File: src/common/ppl_pkg.sv
// Constants for the per-port PHY link control register bank
package ppl_pkg;
	// ==========================================================
	// Bus widths and port count
	localparam int ADDR_W = 8;
	localparam int DATA_W = 8;
	localparam int NUM_PHY = 2;

	// ==========================================================
	// Register offsets on the switch register map
	localparam logic [ADDR_W-1:0] OFF_P1_NEG = 8'h1c;
	localparam logic [ADDR_W-1:0] OFF_P1_CTLB = 8'h1d;
	localparam logic [ADDR_W-1:0] OFF_P2_NEG = 8'h2c;
	localparam logic [ADDR_W-1:0] OFF_P2_CTLB = 8'h2d;
	localparam logic [ADDR_W-1:0] OFF_P3_CTLB = 8'h3d;

	// ==========================================================
	// Negotiation control field positions
	localparam int NEG_AN_EN = 7;
	localparam int NEG_FORCE_SPEED = 6;
	localparam int NEG_FORCE_DUPLEX = 5;
	localparam int NEG_ADV_PAUSE = 4;
	localparam int NEG_ADV_HI = 3;

	// ==========================================================
	// Control B field positions
	localparam int CTLB_LED_OFF = 7;
	localparam int CTLB_TX_DIS = 6;
	localparam int CTLB_RESTART = 5;
	localparam int CTLB_FEF_DIS = 4;
	localparam int CTLB_PWR_DOWN = 3;
	localparam int CTLB_AMDIX_DIS = 2;
	localparam int CTLB_FORCE_MDI = 1;
	localparam int CTLB_LOOPBACK = 0;

	// ==========================================================
	// Reset values and management-view selectors
	localparam logic [DATA_W-1:0] NEG_RESET = 8'hff;
	localparam logic [DATA_W-1:0] CTLB_RESET = 8'h00;
	localparam logic [DATA_W-1:0] READ_ZERO = 8'h00;
	localparam logic MIIM_SEL_NEG = 1'b0;
	localparam logic MIIM_SEL_CTLB = 1'b1;
endpackage

File: src/core/ppl_phy_port_link_control_regs.sv
// Per-port PHY link control registers for the two copper ports
`timescale 1ns/10ps
module ppl_phy_port_link_control_regs
	import ppl_pkg::*;
(
	input wire logic clock,
	input wire logic rst_n,
	input wire logic [ADDR_W-1:0] regAddr,
	input wire logic regWrEn,
	input wire logic regRdEn,
	input wire logic [DATA_W-1:0] regWrData,
	output logic [DATA_W-1:0] regRdData,
	input wire logic miimPort,
	input wire logic miimSel,
	input wire logic miimWrEn,
	input wire logic miimRdEn,
	input wire logic [DATA_W-1:0] miimWrData,
	output logic [DATA_W-1:0] miimRdData,
	input wire logic port1LedOutput0Strap,
	input wire logic port1LedOutput1Strap,
	input wire logic switchMiiRxValidStrap,
	input wire logic switchMiiRxBit3Strap,
	input wire logic switchMiiRxBit2Strap,
	input wire logic switchMiiRxBit1Strap,
	input wire logic [NUM_PHY-1:0] anResolvedSpeed100,
	input wire logic [NUM_PHY-1:0] anResolvedFull,
	input wire logic [NUM_PHY-1:0] anFailed,
	input wire logic [NUM_PHY-1:0] autoMdixDecision,
	input wire logic [NUM_PHY-1:0] ledDrive0,
	input wire logic [NUM_PHY-1:0] ledDrive1,
	output logic [NUM_PHY-1:0] anEnable,
	output logic [NUM_PHY-1:0] anRestart,
	output logic [NUM_PHY-1:0][4:0] advertiseAbility,
	output logic [NUM_PHY-1:0] linkSpeed100,
	output logic [NUM_PHY-1:0] linkFullDuplex,
	output logic [NUM_PHY-1:0] txDisable,
	output logic [NUM_PHY-1:0] farEndFaultDisable,
	output logic [NUM_PHY-1:0] powerDown,
	output logic [NUM_PHY-1:0] mdixMode,
	output logic [NUM_PHY-1:0] loopThroughPhy,
	output logic [NUM_PHY-1:0] portLedOutput0,
	output logic [NUM_PHY-1:0] portLedOutput1
);

	// ==========================================================
	// Strap synchronisers
	// No reset here on purpose: they keep sampling the pins while rst_n is low
	logic [NUM_PHY-1:0][2:0] strapMeta_reg;
	logic [NUM_PHY-1:0][2:0] strapSync_reg;
	logic strapLoaded_reg;
	logic strapLoaded_next;

	always_ff @(posedge clock) begin
		strapMeta_reg <= {{switchMiiRxBit3Strap, switchMiiRxBit2Strap, switchMiiRxBit1Strap},
			{port1LedOutput0Strap, port1LedOutput1Strap, switchMiiRxValidStrap}};
		strapSync_reg <= strapMeta_reg;
	end

	// ==========================================================
	// Control registers
	logic [NUM_PHY-1:0][DATA_W-1:0] neg_reg;
	logic [NUM_PHY-1:0][DATA_W-1:0] neg_next;
	logic [NUM_PHY-1:0][DATA_W-1:0] ctlB_reg;
	logic [NUM_PHY-1:0][DATA_W-1:0] ctlB_next;
	logic [NUM_PHY-1:0] restart_reg;
	logic [NUM_PHY-1:0] restart_next;

	// Write decode; switch map wins over the management view on a collision
	always_comb begin
		logic [ADDR_W-1:0] negOff;
		logic [ADDR_W-1:0] ctlOff;
		logic busNeg;
		logic busCtl;
		logic miiNeg;
		logic miiCtl;
		negOff = OFF_P1_NEG;
		ctlOff = OFF_P1_CTLB;
		busNeg = 1'b0;
		busCtl = 1'b0;
		miiNeg = 1'b0;
		miiCtl = 1'b0;
		neg_next = neg_reg;
		ctlB_next = ctlB_reg;
		restart_next = '0;
		strapLoaded_next = 1'b1;
		for (int p = 0; p < NUM_PHY; p++) begin
			negOff = (p == 0) ? OFF_P1_NEG : OFF_P2_NEG;
			ctlOff = (p == 0) ? OFF_P1_CTLB : OFF_P2_CTLB;
			busNeg = regWrEn && (regAddr == negOff);
			busCtl = regWrEn && (regAddr == ctlOff);
			miiNeg = miimWrEn && (miimPort == p[0]) && (miimSel == MIIM_SEL_NEG);
			miiCtl = miimWrEn && (miimPort == p[0]) && (miimSel == MIIM_SEL_CTLB);
			// First edge after reset release takes the synchronised straps
			if (!strapLoaded_reg) begin
				neg_next[p][NEG_AN_EN:NEG_FORCE_DUPLEX] = strapSync_reg[p];
			end
			if (busNeg) begin
				neg_next[p] = regWrData;
			end else if (miiNeg) begin
				neg_next[p] = miimWrData;
			end
			// Restart bit is a command: it pulses once and reads back zero
			if (busCtl) begin
				ctlB_next[p] = regWrData;
				restart_next[p] = regWrData[CTLB_RESTART];
			end else if (miiCtl) begin
				ctlB_next[p] = miimWrData;
				restart_next[p] = miimWrData[CTLB_RESTART];
			end
			ctlB_next[p][CTLB_RESTART] = 1'b0;
		end
	end

	// Register the control state; writes to the port 3 slot land nowhere
	always_ff @(posedge clock or negedge rst_n) begin
		if (!rst_n) begin
			neg_reg <= {NUM_PHY{NEG_RESET}};
			ctlB_reg <= {NUM_PHY{CTLB_RESET}};
			restart_reg <= '0;
			strapLoaded_reg <= 1'b0;
		end else begin
			neg_reg <= neg_next;
			ctlB_reg <= ctlB_next;
			restart_reg <= restart_next;
			strapLoaded_reg <= strapLoaded_next;
		end
	end

	// ==========================================================
	// Read paths, one cycle after the read strobe
	logic [DATA_W-1:0] regRd_reg;
	logic [DATA_W-1:0] regRd_next;
	logic [DATA_W-1:0] miimRd_reg;
	logic [DATA_W-1:0] miimRd_next;

	// Unmapped and reserved offsets read as zero
	always_comb begin
		regRd_next = regRd_reg;
		miimRd_next = miimRd_reg;
		if (regRdEn) begin
			unique case (regAddr)
				OFF_P1_NEG: regRd_next = neg_reg[0];
				OFF_P1_CTLB: regRd_next = ctlB_reg[0];
				OFF_P2_NEG: regRd_next = neg_reg[1];
				OFF_P2_CTLB: regRd_next = ctlB_reg[1];
				default: regRd_next = READ_ZERO;
			endcase
		end
		if (miimRdEn) begin
			miimRd_next = (miimSel == MIIM_SEL_NEG) ? neg_reg[miimPort] : ctlB_reg[miimPort];
		end
	end

	always_ff @(posedge clock or negedge rst_n) begin
		if (!rst_n) begin
			regRd_reg <= READ_ZERO;
			miimRd_reg <= READ_ZERO;
		end else begin
			regRd_reg <= regRd_next;
			miimRd_reg <= miimRd_next;
		end
	end

	assign regRdData = regRd_reg;
	assign miimRdData = miimRd_reg;

	// ==========================================================
	// PHY-facing drive, registered so the pins never glitch
	logic [NUM_PHY-1:0] speed_reg;
	logic [NUM_PHY-1:0] speed_next;
	logic [NUM_PHY-1:0] duplex_reg;
	logic [NUM_PHY-1:0] duplex_next;
	logic [NUM_PHY-1:0] mdix_reg;
	logic [NUM_PHY-1:0] mdix_next;
	logic [NUM_PHY-1:0] led0_reg;
	logic [NUM_PHY-1:0] led0_next;
	logic [NUM_PHY-1:0] led1_reg;
	logic [NUM_PHY-1:0] led1_next;
	logic [NUM_PHY-1:0] loop_reg;
	logic [NUM_PHY-1:0] loop_next;

	// Resolve speed, duplex, crossover and LEDs per port
	always_comb begin
		for (int p = 0; p < NUM_PHY; p++) begin
			// Forced speed applies only with negotiation off
			speed_next[p] = neg_reg[p][NEG_AN_EN] ? anResolvedSpeed100[p]
				: neg_reg[p][NEG_FORCE_SPEED];
			// A failed negotiation falls back to the forced duplex
			duplex_next[p] = (neg_reg[p][NEG_AN_EN] && !anFailed[p]) ? anResolvedFull[p]
				: neg_reg[p][NEG_FORCE_DUPLEX];
			// Forced MDI means no crossover, so mdixMode low
			mdix_next[p] = ctlB_reg[p][CTLB_AMDIX_DIS] ? !ctlB_reg[p][CTLB_FORCE_MDI]
				: autoMdixDecision[p];
			// LED pins are active low, so blanking drives them high
			led0_next[p] = ctlB_reg[p][CTLB_LED_OFF] | ledDrive0[p];
			led1_next[p] = ctlB_reg[p][CTLB_LED_OFF] | ledDrive1[p];
			loop_next[p] = ctlB_reg[p][CTLB_LOOPBACK];
		end
	end

	always_ff @(posedge clock or negedge rst_n) begin
		if (!rst_n) begin
			speed_reg <= '1;
			duplex_reg <= '1;
			mdix_reg <= '0;
			led0_reg <= '1;
			led1_reg <= '1;
			loop_reg <= '0;
		end else begin
			speed_reg <= speed_next;
			duplex_reg <= duplex_next;
			mdix_reg <= mdix_next;
			led0_reg <= led0_next;
			led1_reg <= led1_next;
			loop_reg <= loop_next;
		end
	end

	// ==========================================================
	// Direct field outputs
	always_comb begin
		for (int p = 0; p < NUM_PHY; p++) begin
			anEnable[p] = neg_reg[p][NEG_AN_EN];
			advertiseAbility[p] = neg_reg[p][NEG_ADV_PAUSE:0];
			txDisable[p] = ctlB_reg[p][CTLB_TX_DIS];
			farEndFaultDisable[p] = ctlB_reg[p][CTLB_FEF_DIS];
			powerDown[p] = ctlB_reg[p][CTLB_PWR_DOWN];
		end
	end

	assign anRestart = restart_reg;
	assign linkSpeed100 = speed_reg;
	assign linkFullDuplex = duplex_reg;
	assign mdixMode = mdix_reg;
	assign loopThroughPhy = loop_reg;
	assign portLedOutput0 = led0_reg;
	assign portLedOutput1 = led1_reg;
endmodule // ppl_phy_port_link_control_regs

File: config.mk
export PLATFORM = sky130hd
export DESIGN_NAME = ppl_phy_port_link_control_regs
export DESIGN_NICKNAME = d
export VERILOG_FILES = /design/src/common/ppl_pkg.sv /design/src/core/ppl_phy_port_link_control_regs.sv
export SDC_FILE = /design/constraint.sdc
export NUM_CORES = 1
export LEC_CHECK = 0
export BUFFER_PORTS_ARGS = -buffer_cell sky130_fd_sc_hd__buf_2
export CORE_UTILIZATION = 25
export CTS_CLUSTER_SIZE = 12
export DETAILED_ROUTE_END_ITERATION = 6
export PLACE_DENSITY_LB_ADDON = 0.2
export SLEW_MARGIN = 20
export SYNTH_ARGS = -nofsm -noshare
export SYNTH_HDL_FRONTEND = slang
export SYNTH_SLANG_ARGS = --single-unit
File: constraint.sdc
create_clock -name clock -period 1.98 [get_ports clock]
set_input_delay 0.198 -clock clock [delete_from_list [all_inputs] [get_ports clock]]
set_output_delay 0.198 -clock clock [all_outputs]
set_load 0.01 [all_outputs]
**After elaboration in Yosys (flattened, before gate mapping)**

Cells that the tools add are included.

- Equality and inequality tests: 6
- $lt $le $gt $ge: 1
- Bitwise logic cells: 6
- Muxes and demuxes: 26
- Reduce and logical (&&, ||, !) cells: 20

Operator list:

| kind | number |
|---|---|
| two-way mux 8 bit | 13 |
| one-hot mux 8 bit (4 select lines) | 1 |
| equality test 8 x 5 -> 1 bit (second input constant) | 2 |
| equality test 8 x 6 -> 1 bit (second input constant) | 2 |
| logical AND 1 bit | 12 |
| two-way mux 1 bit | 10 |
| nonzero test 2 bit | 4 |
| two-way mux 3 bit | 2 |
| inequality test 3 x 1 -> 1 bit (second input constant) | 2 |
| logical NOT 1 bit | 4 |
| OR 1 bit | 4 |
| < comparator 1 x 2 -> 1 bit (second input constant) | 1 |
| NOT 1 bit | 2 |

- Output and inout bits: 48
- Register bits after elaboration: 73

**Depth between registers and ports, before layout**

- Depth in word-level cells: 5
- Gate-level depth with buffers: 5
- Depth with buffers taken out: 3

**Least setup slack after synthesis**

No wires, ideal clock.

- Path type: flip-flop to flip-flop
- From: register strapLoaded_reg
- To: register neg_reg, in the netlist anEnable[1]
- Data required time: 1.898 ns
- Slack: 0.501 ns
- Setup time: 0.082 ns
- Cell stages (with the launch flop): 5
- Arrival: 1.397 ns
- Cell sequence: dfrtp_1 clkbuf_1 mux2_2 mux2_2 mux2_2

- Cells in the longest elaborated chain, start to end: 1

RTL lines:

| item | RTL line | RTL |
|---|---|---|
| start, declared | ppl_phy_port_link_control_regs.sv:50 | `logic strapLoaded_reg;` |
| start signal, assigned | ppl_phy_port_link_control_regs.sv:125 | `strapLoaded_reg <= strapLoaded_next;` |
| inequality test 3 x 1 -> 1 bit (no line) | - |  |
| end signal, assigned | ppl_phy_port_link_control_regs.sv:117 | `neg_reg <= {NUM_PHY{NEG_RESET}};` |
| end signal, assigned | ppl_phy_port_link_control_regs.sv:122 | `neg_reg <= neg_next;` |
| end, declared | ppl_phy_port_link_control_regs.sv:61 | `logic [NUM_PHY-1:0][DATA_W-1:0] neg_reg;` |

Every way passes these cells.
A chain may end at the register's enable or synchronous reset.

**Worst setup path in the final report**

- From: register strapLoaded_reg
- To: register neg_reg, in the netlist anEnable[0]

The elaborated chain is that of the path after synthesis.

==> impl_summary.txt <==
----------------------------------------------------
[Clock network]
  Total of cells resized after clock tree synthesis ... 0
  Clock transition time at the flip-flop clock pins of the worst setup and hold paths ... 0.06 ns
  Worst skew pair latency ... 0.33 ns
  Buffers from clock root to sink, at most ... 2
  Number of buffers inserted to repair setup after CTS ... 0
  H-tree Lvls ... 3
  Clock buffer count from CTS ... 9
  Clk sinks ... 73
  CTS tree ... yes
  Clock Tree Root ... sky130_fd_sc_hd__clkbuf_16

[Floorplan]
  Cell Rows ... 43
  Count of pins on the block boundary ... 98
  Overall die height ... 123 um
  DIE AREA ... 15000 um2
  Core region area ... 14000 um2
  Horiz. Die Dim ... 123 um
  Effective utilization at floorplan ... 25.9%

[STA]
  Count of endpoints failing hold in the final timing report ... 0
  RSZ-0062 raised after global routing ... false
  Minimum clock period ... 1.43 ns
  Setup tns final ... 0 ns
  Final count of pins violating max slew ... 0
  Worst-case clock skew ... 0.00421 ns
  Final Cycle Share ... 72.4%
  Maximum operating frequency ... 0.698 GHz
  Setup Viol. Count Final ... 0

[Cells and area]
  Fraction of the core area covered by cells at the end of the flow ... 32.8%
  Layout area overhead ... 26.5%
  Antenna diodes ... 0
  Fraction of layout instances using a drive strength above 1 ... 66.6%
  Multi-input gate area ... 1610 um2
  Total area of sequential cells ... 1800 um2
  Most frequent cells in the layout ... 97 x sky130_fd_sc_hd__buf_2, 76 x sky130_fd_sc_hd__mux2_2, 37 x sky130_fd_sc_hd__dfrtp_1
  Most common library cell in the layout ignoring fill and taps ... sky130_fd_sc_hd__buf_2
  Number of flip-flops in the largest register ... 10
  Number of nets in the final layout ... 401
  Final non-filler cell total ... 536
  Final std cell area, no fill ... 4600 um2
  Count of fill cells added during filler insertion ... 1428

[Drt]
  Count of vias placed by the detailed router ... 2408
  Iteration-0 DRC Markers ... 125
  DRC violations left ... 0
  Post-DR vias/cell ... 4.49
  Antenna-violating nets left ... 0
  Post-detailed-routing wire length ... 9800 um
  Post-DR wirelength/cell ... 18.3 um
  Pre-antenna DRT Iters ... 4

[Worst setup path]
  Arrival time reported for the critical path endpoint ... 1.69 ns
  Cell repeated most along the worst path ... sky130_fd_sc_hd__mux2_2
  Slowest stage cell, crit path ... sky130_fd_sc_hd__dfrtp_1
  Max Fanout on Critical Path ... 6
  Kind of capture point of the worst setup path ... flip-flop
  Req. time, crit path ... 2.24 ns
  Critical-path cell list ... mux2_2, mux2_2, mux2_2
  Crit path launch type ... flip-flop
  Classification of the worst setup path ... flip-flop to flip-flop
  Reg2Reg Setup Slack ... 0.55 ns
  CP max stage delay ... 0.48 ns

[GRT]
  Initial antenna violation count ... 0
  GRT busiest layer ... met2
  Met1 Usage GRT ... 18.9%
  Largest net degree at the start of global routing ... 62
  Met3 demand-to-capacity share in global routing ... 3.02%
  Overall fraction of global-route tracks in use ... 13.8%
  Wire length of the first global-routing pass ... 14700 um
  Met2 track demand over resource in global routing ... 20.5%
  Overflow left after global routing ... 0
  Number of global-route vias before repair ... 2481

[Placement]
  Area post-placement ... 4210 um2
  IO Port Bufs ... 97
  RePlAce Congestion ... 0.668
  DP HPWL ... 6920 um
  Cell Count Post-Placement ... 513

[Power]
  Share of power burned in combinational logic ... 18.5%
  Net switching power of the design ... 1160 uW
  Fraction of power consumed by sequential logic ... 43.0%
  Power density over cell area ... 982 nW/um2
  Internal Dissipation ... 3360 uW
  Total design power ... 4520 uW
  Static leakage ... 0.00206 uW
  Clock share of power ... 38.5%
  Max VDD drop ... 372 uV
  Net Sw Frac ... 25.7%

[Synthesis]
  Average size of a mapped cell ... 14.0 um2
  Synthesized instance count ... 260
  Register area share after synthesis ... 49.4%
  Synthesized net count ... 310
  Number of warnings issued by yosys ... 0
  Number of enable-type register cells in the synthesized netlist ... 0
  Netlist area before placement ... 3640 um2
  Top flip-flop cell by instance count after synthesis ... sky130_fd_sc_hd__dfrtp_1
  Number of library cell types mapped by synthesis ... 30
  Share of async-settable or async-resettable flops after synthesis ... 83.6%
  Number of flip-flops and latches in the synthesized netlist ... 73

[Status]
  Result of the run ... complete, no violations

[Run]
  Number of max-cap violations ... 0

[Hold path]
  Min-delay worst type ... input port to flip-flop

----------------------------------------------------
[layer usage]
layer | part of all wire (%) | up-vias
met3 | 4.7 | 17
met1 | 47 | 1207
met5 | 0 | -
met2 | 46 | 70
li1 | - | 1114
met4 | 2.5 | 0
[layout make-up]
class / count / share of cell area, %
Multi-Input combinational cell: 148 / 35.0
Clock buffer: 12 / 6.04
Inverter: 10 / 0.816
Tap cell: 180 / 4.90
Clock inverter: 4 / 1.01
Timing Repair Buffer: 109 / 13.2
Sequential cell: 73 / 39.1
[cells by family after synthesis]
| group | Yosys count | synth area share, % |
|---|---|---|
| other cells | 1 | 0.103 |
| buf+inv | 39 | 6.33 |
| mux | 104 | 34.0 |
| compound gates | 16 | 3.34 |
| simple gates | 27 | 6.88 |
| flops | 73 | 49.4 |
[final timing paths]
kind | start | to | depth (start not counted)
max | strapLoaded_reg | anEnable[0] | 3
min reg2reg | strapMeta_reg[0] | strapSync_reg[0] | 0
min | ledDrive0[1] | portLedOutput0[1] | 2
min in group asynchronous | rst_n | loopThroughPhy[0] | 3
max in group asynchronous | rst_n | linkFullDuplex[0] | 3
max reg2reg | strapLoaded_reg | anEnable[0] | 3
[timing repair]
item,in CTS,in global routing
endpoints found under the hold margin,43,0
setup endpoints to repair,0,0
hold buffers,7,0
[metrics by stage]
stage               hold WS (ns)  worst slack, ns
floorplan                -0.0976            0.501
global placement           0.240            0.273
detailed placement         0.247            0.274
CTS                       0.0450            0.535
global route              0.0490            0.458
finish                    0.0609            0.547
[worst max-delay path: cells and delay by family (launching register included)]
| kind | cells | cell delay (ns) |
|---|---|---|
| multiplexers | 3 | 0.88 |
| flip-flops | 1 | 0.48 |
[power groups by stage]
stage | Sequential [uW] | Combinational (uW) | Clock [uW]
global route | 1970 | 915 | 1860
global placement | 1970 | 825 | 0
floorplan | 1940 | 574 | 0
finish | 1940 | 834 | 1740
detailed placement | 1970 | 839 | 0
CTS | 1950 | 853 | 1800
[synth_stat cells (2+ instances only)]
library cell | n | share of area [%]
sky130_fd_sc_hd__mux4_1 | 3 | 2.2
sky130_fd_sc_hd__nor2b_1 | 3 | 0.52
sky130_fd_sc_hd__or4b_1 | 2 | 0.55
sky130_fd_sc_hd__clkbuf_1 | 4 | 0.41
sky130_fd_sc_hd__inv_1 | 10 | 1.0
sky130_fd_sc_hd__buf_4 | 19 | 3.9
sky130_fd_sc_hd__o22ai_1 | 7 | 1.2
sky130_fd_sc_hd__mux4_2 | 4 | 2.5
sky130_fd_sc_hd__dfxtp_1 | 12 | 6.6
sky130_fd_sc_hd__mux2_2 | 76 | 24
sky130_fd_sc_hd__nor4b_4 | 2 | 1.3
sky130_fd_sc_hd__buf_2 | 4 | 0.55
sky130_fd_sc_hd__nor2_1 | 4 | 0.41
sky130_fd_sc_hd__dfstp_2 | 24 | 17
sky130_fd_sc_hd__mux2i_1 | 21 | 5.8
sky130_fd_sc_hd__or2_2 | 5 | 0.86
sky130_fd_sc_hd__o22a_1 | 7 | 1.7
sky130_fd_sc_hd__dfrtp_1 | 37 | 25
sky130_fd_sc_hd__nand3_2 | 5 | 1.4
(Power assumes the default switching activity.)
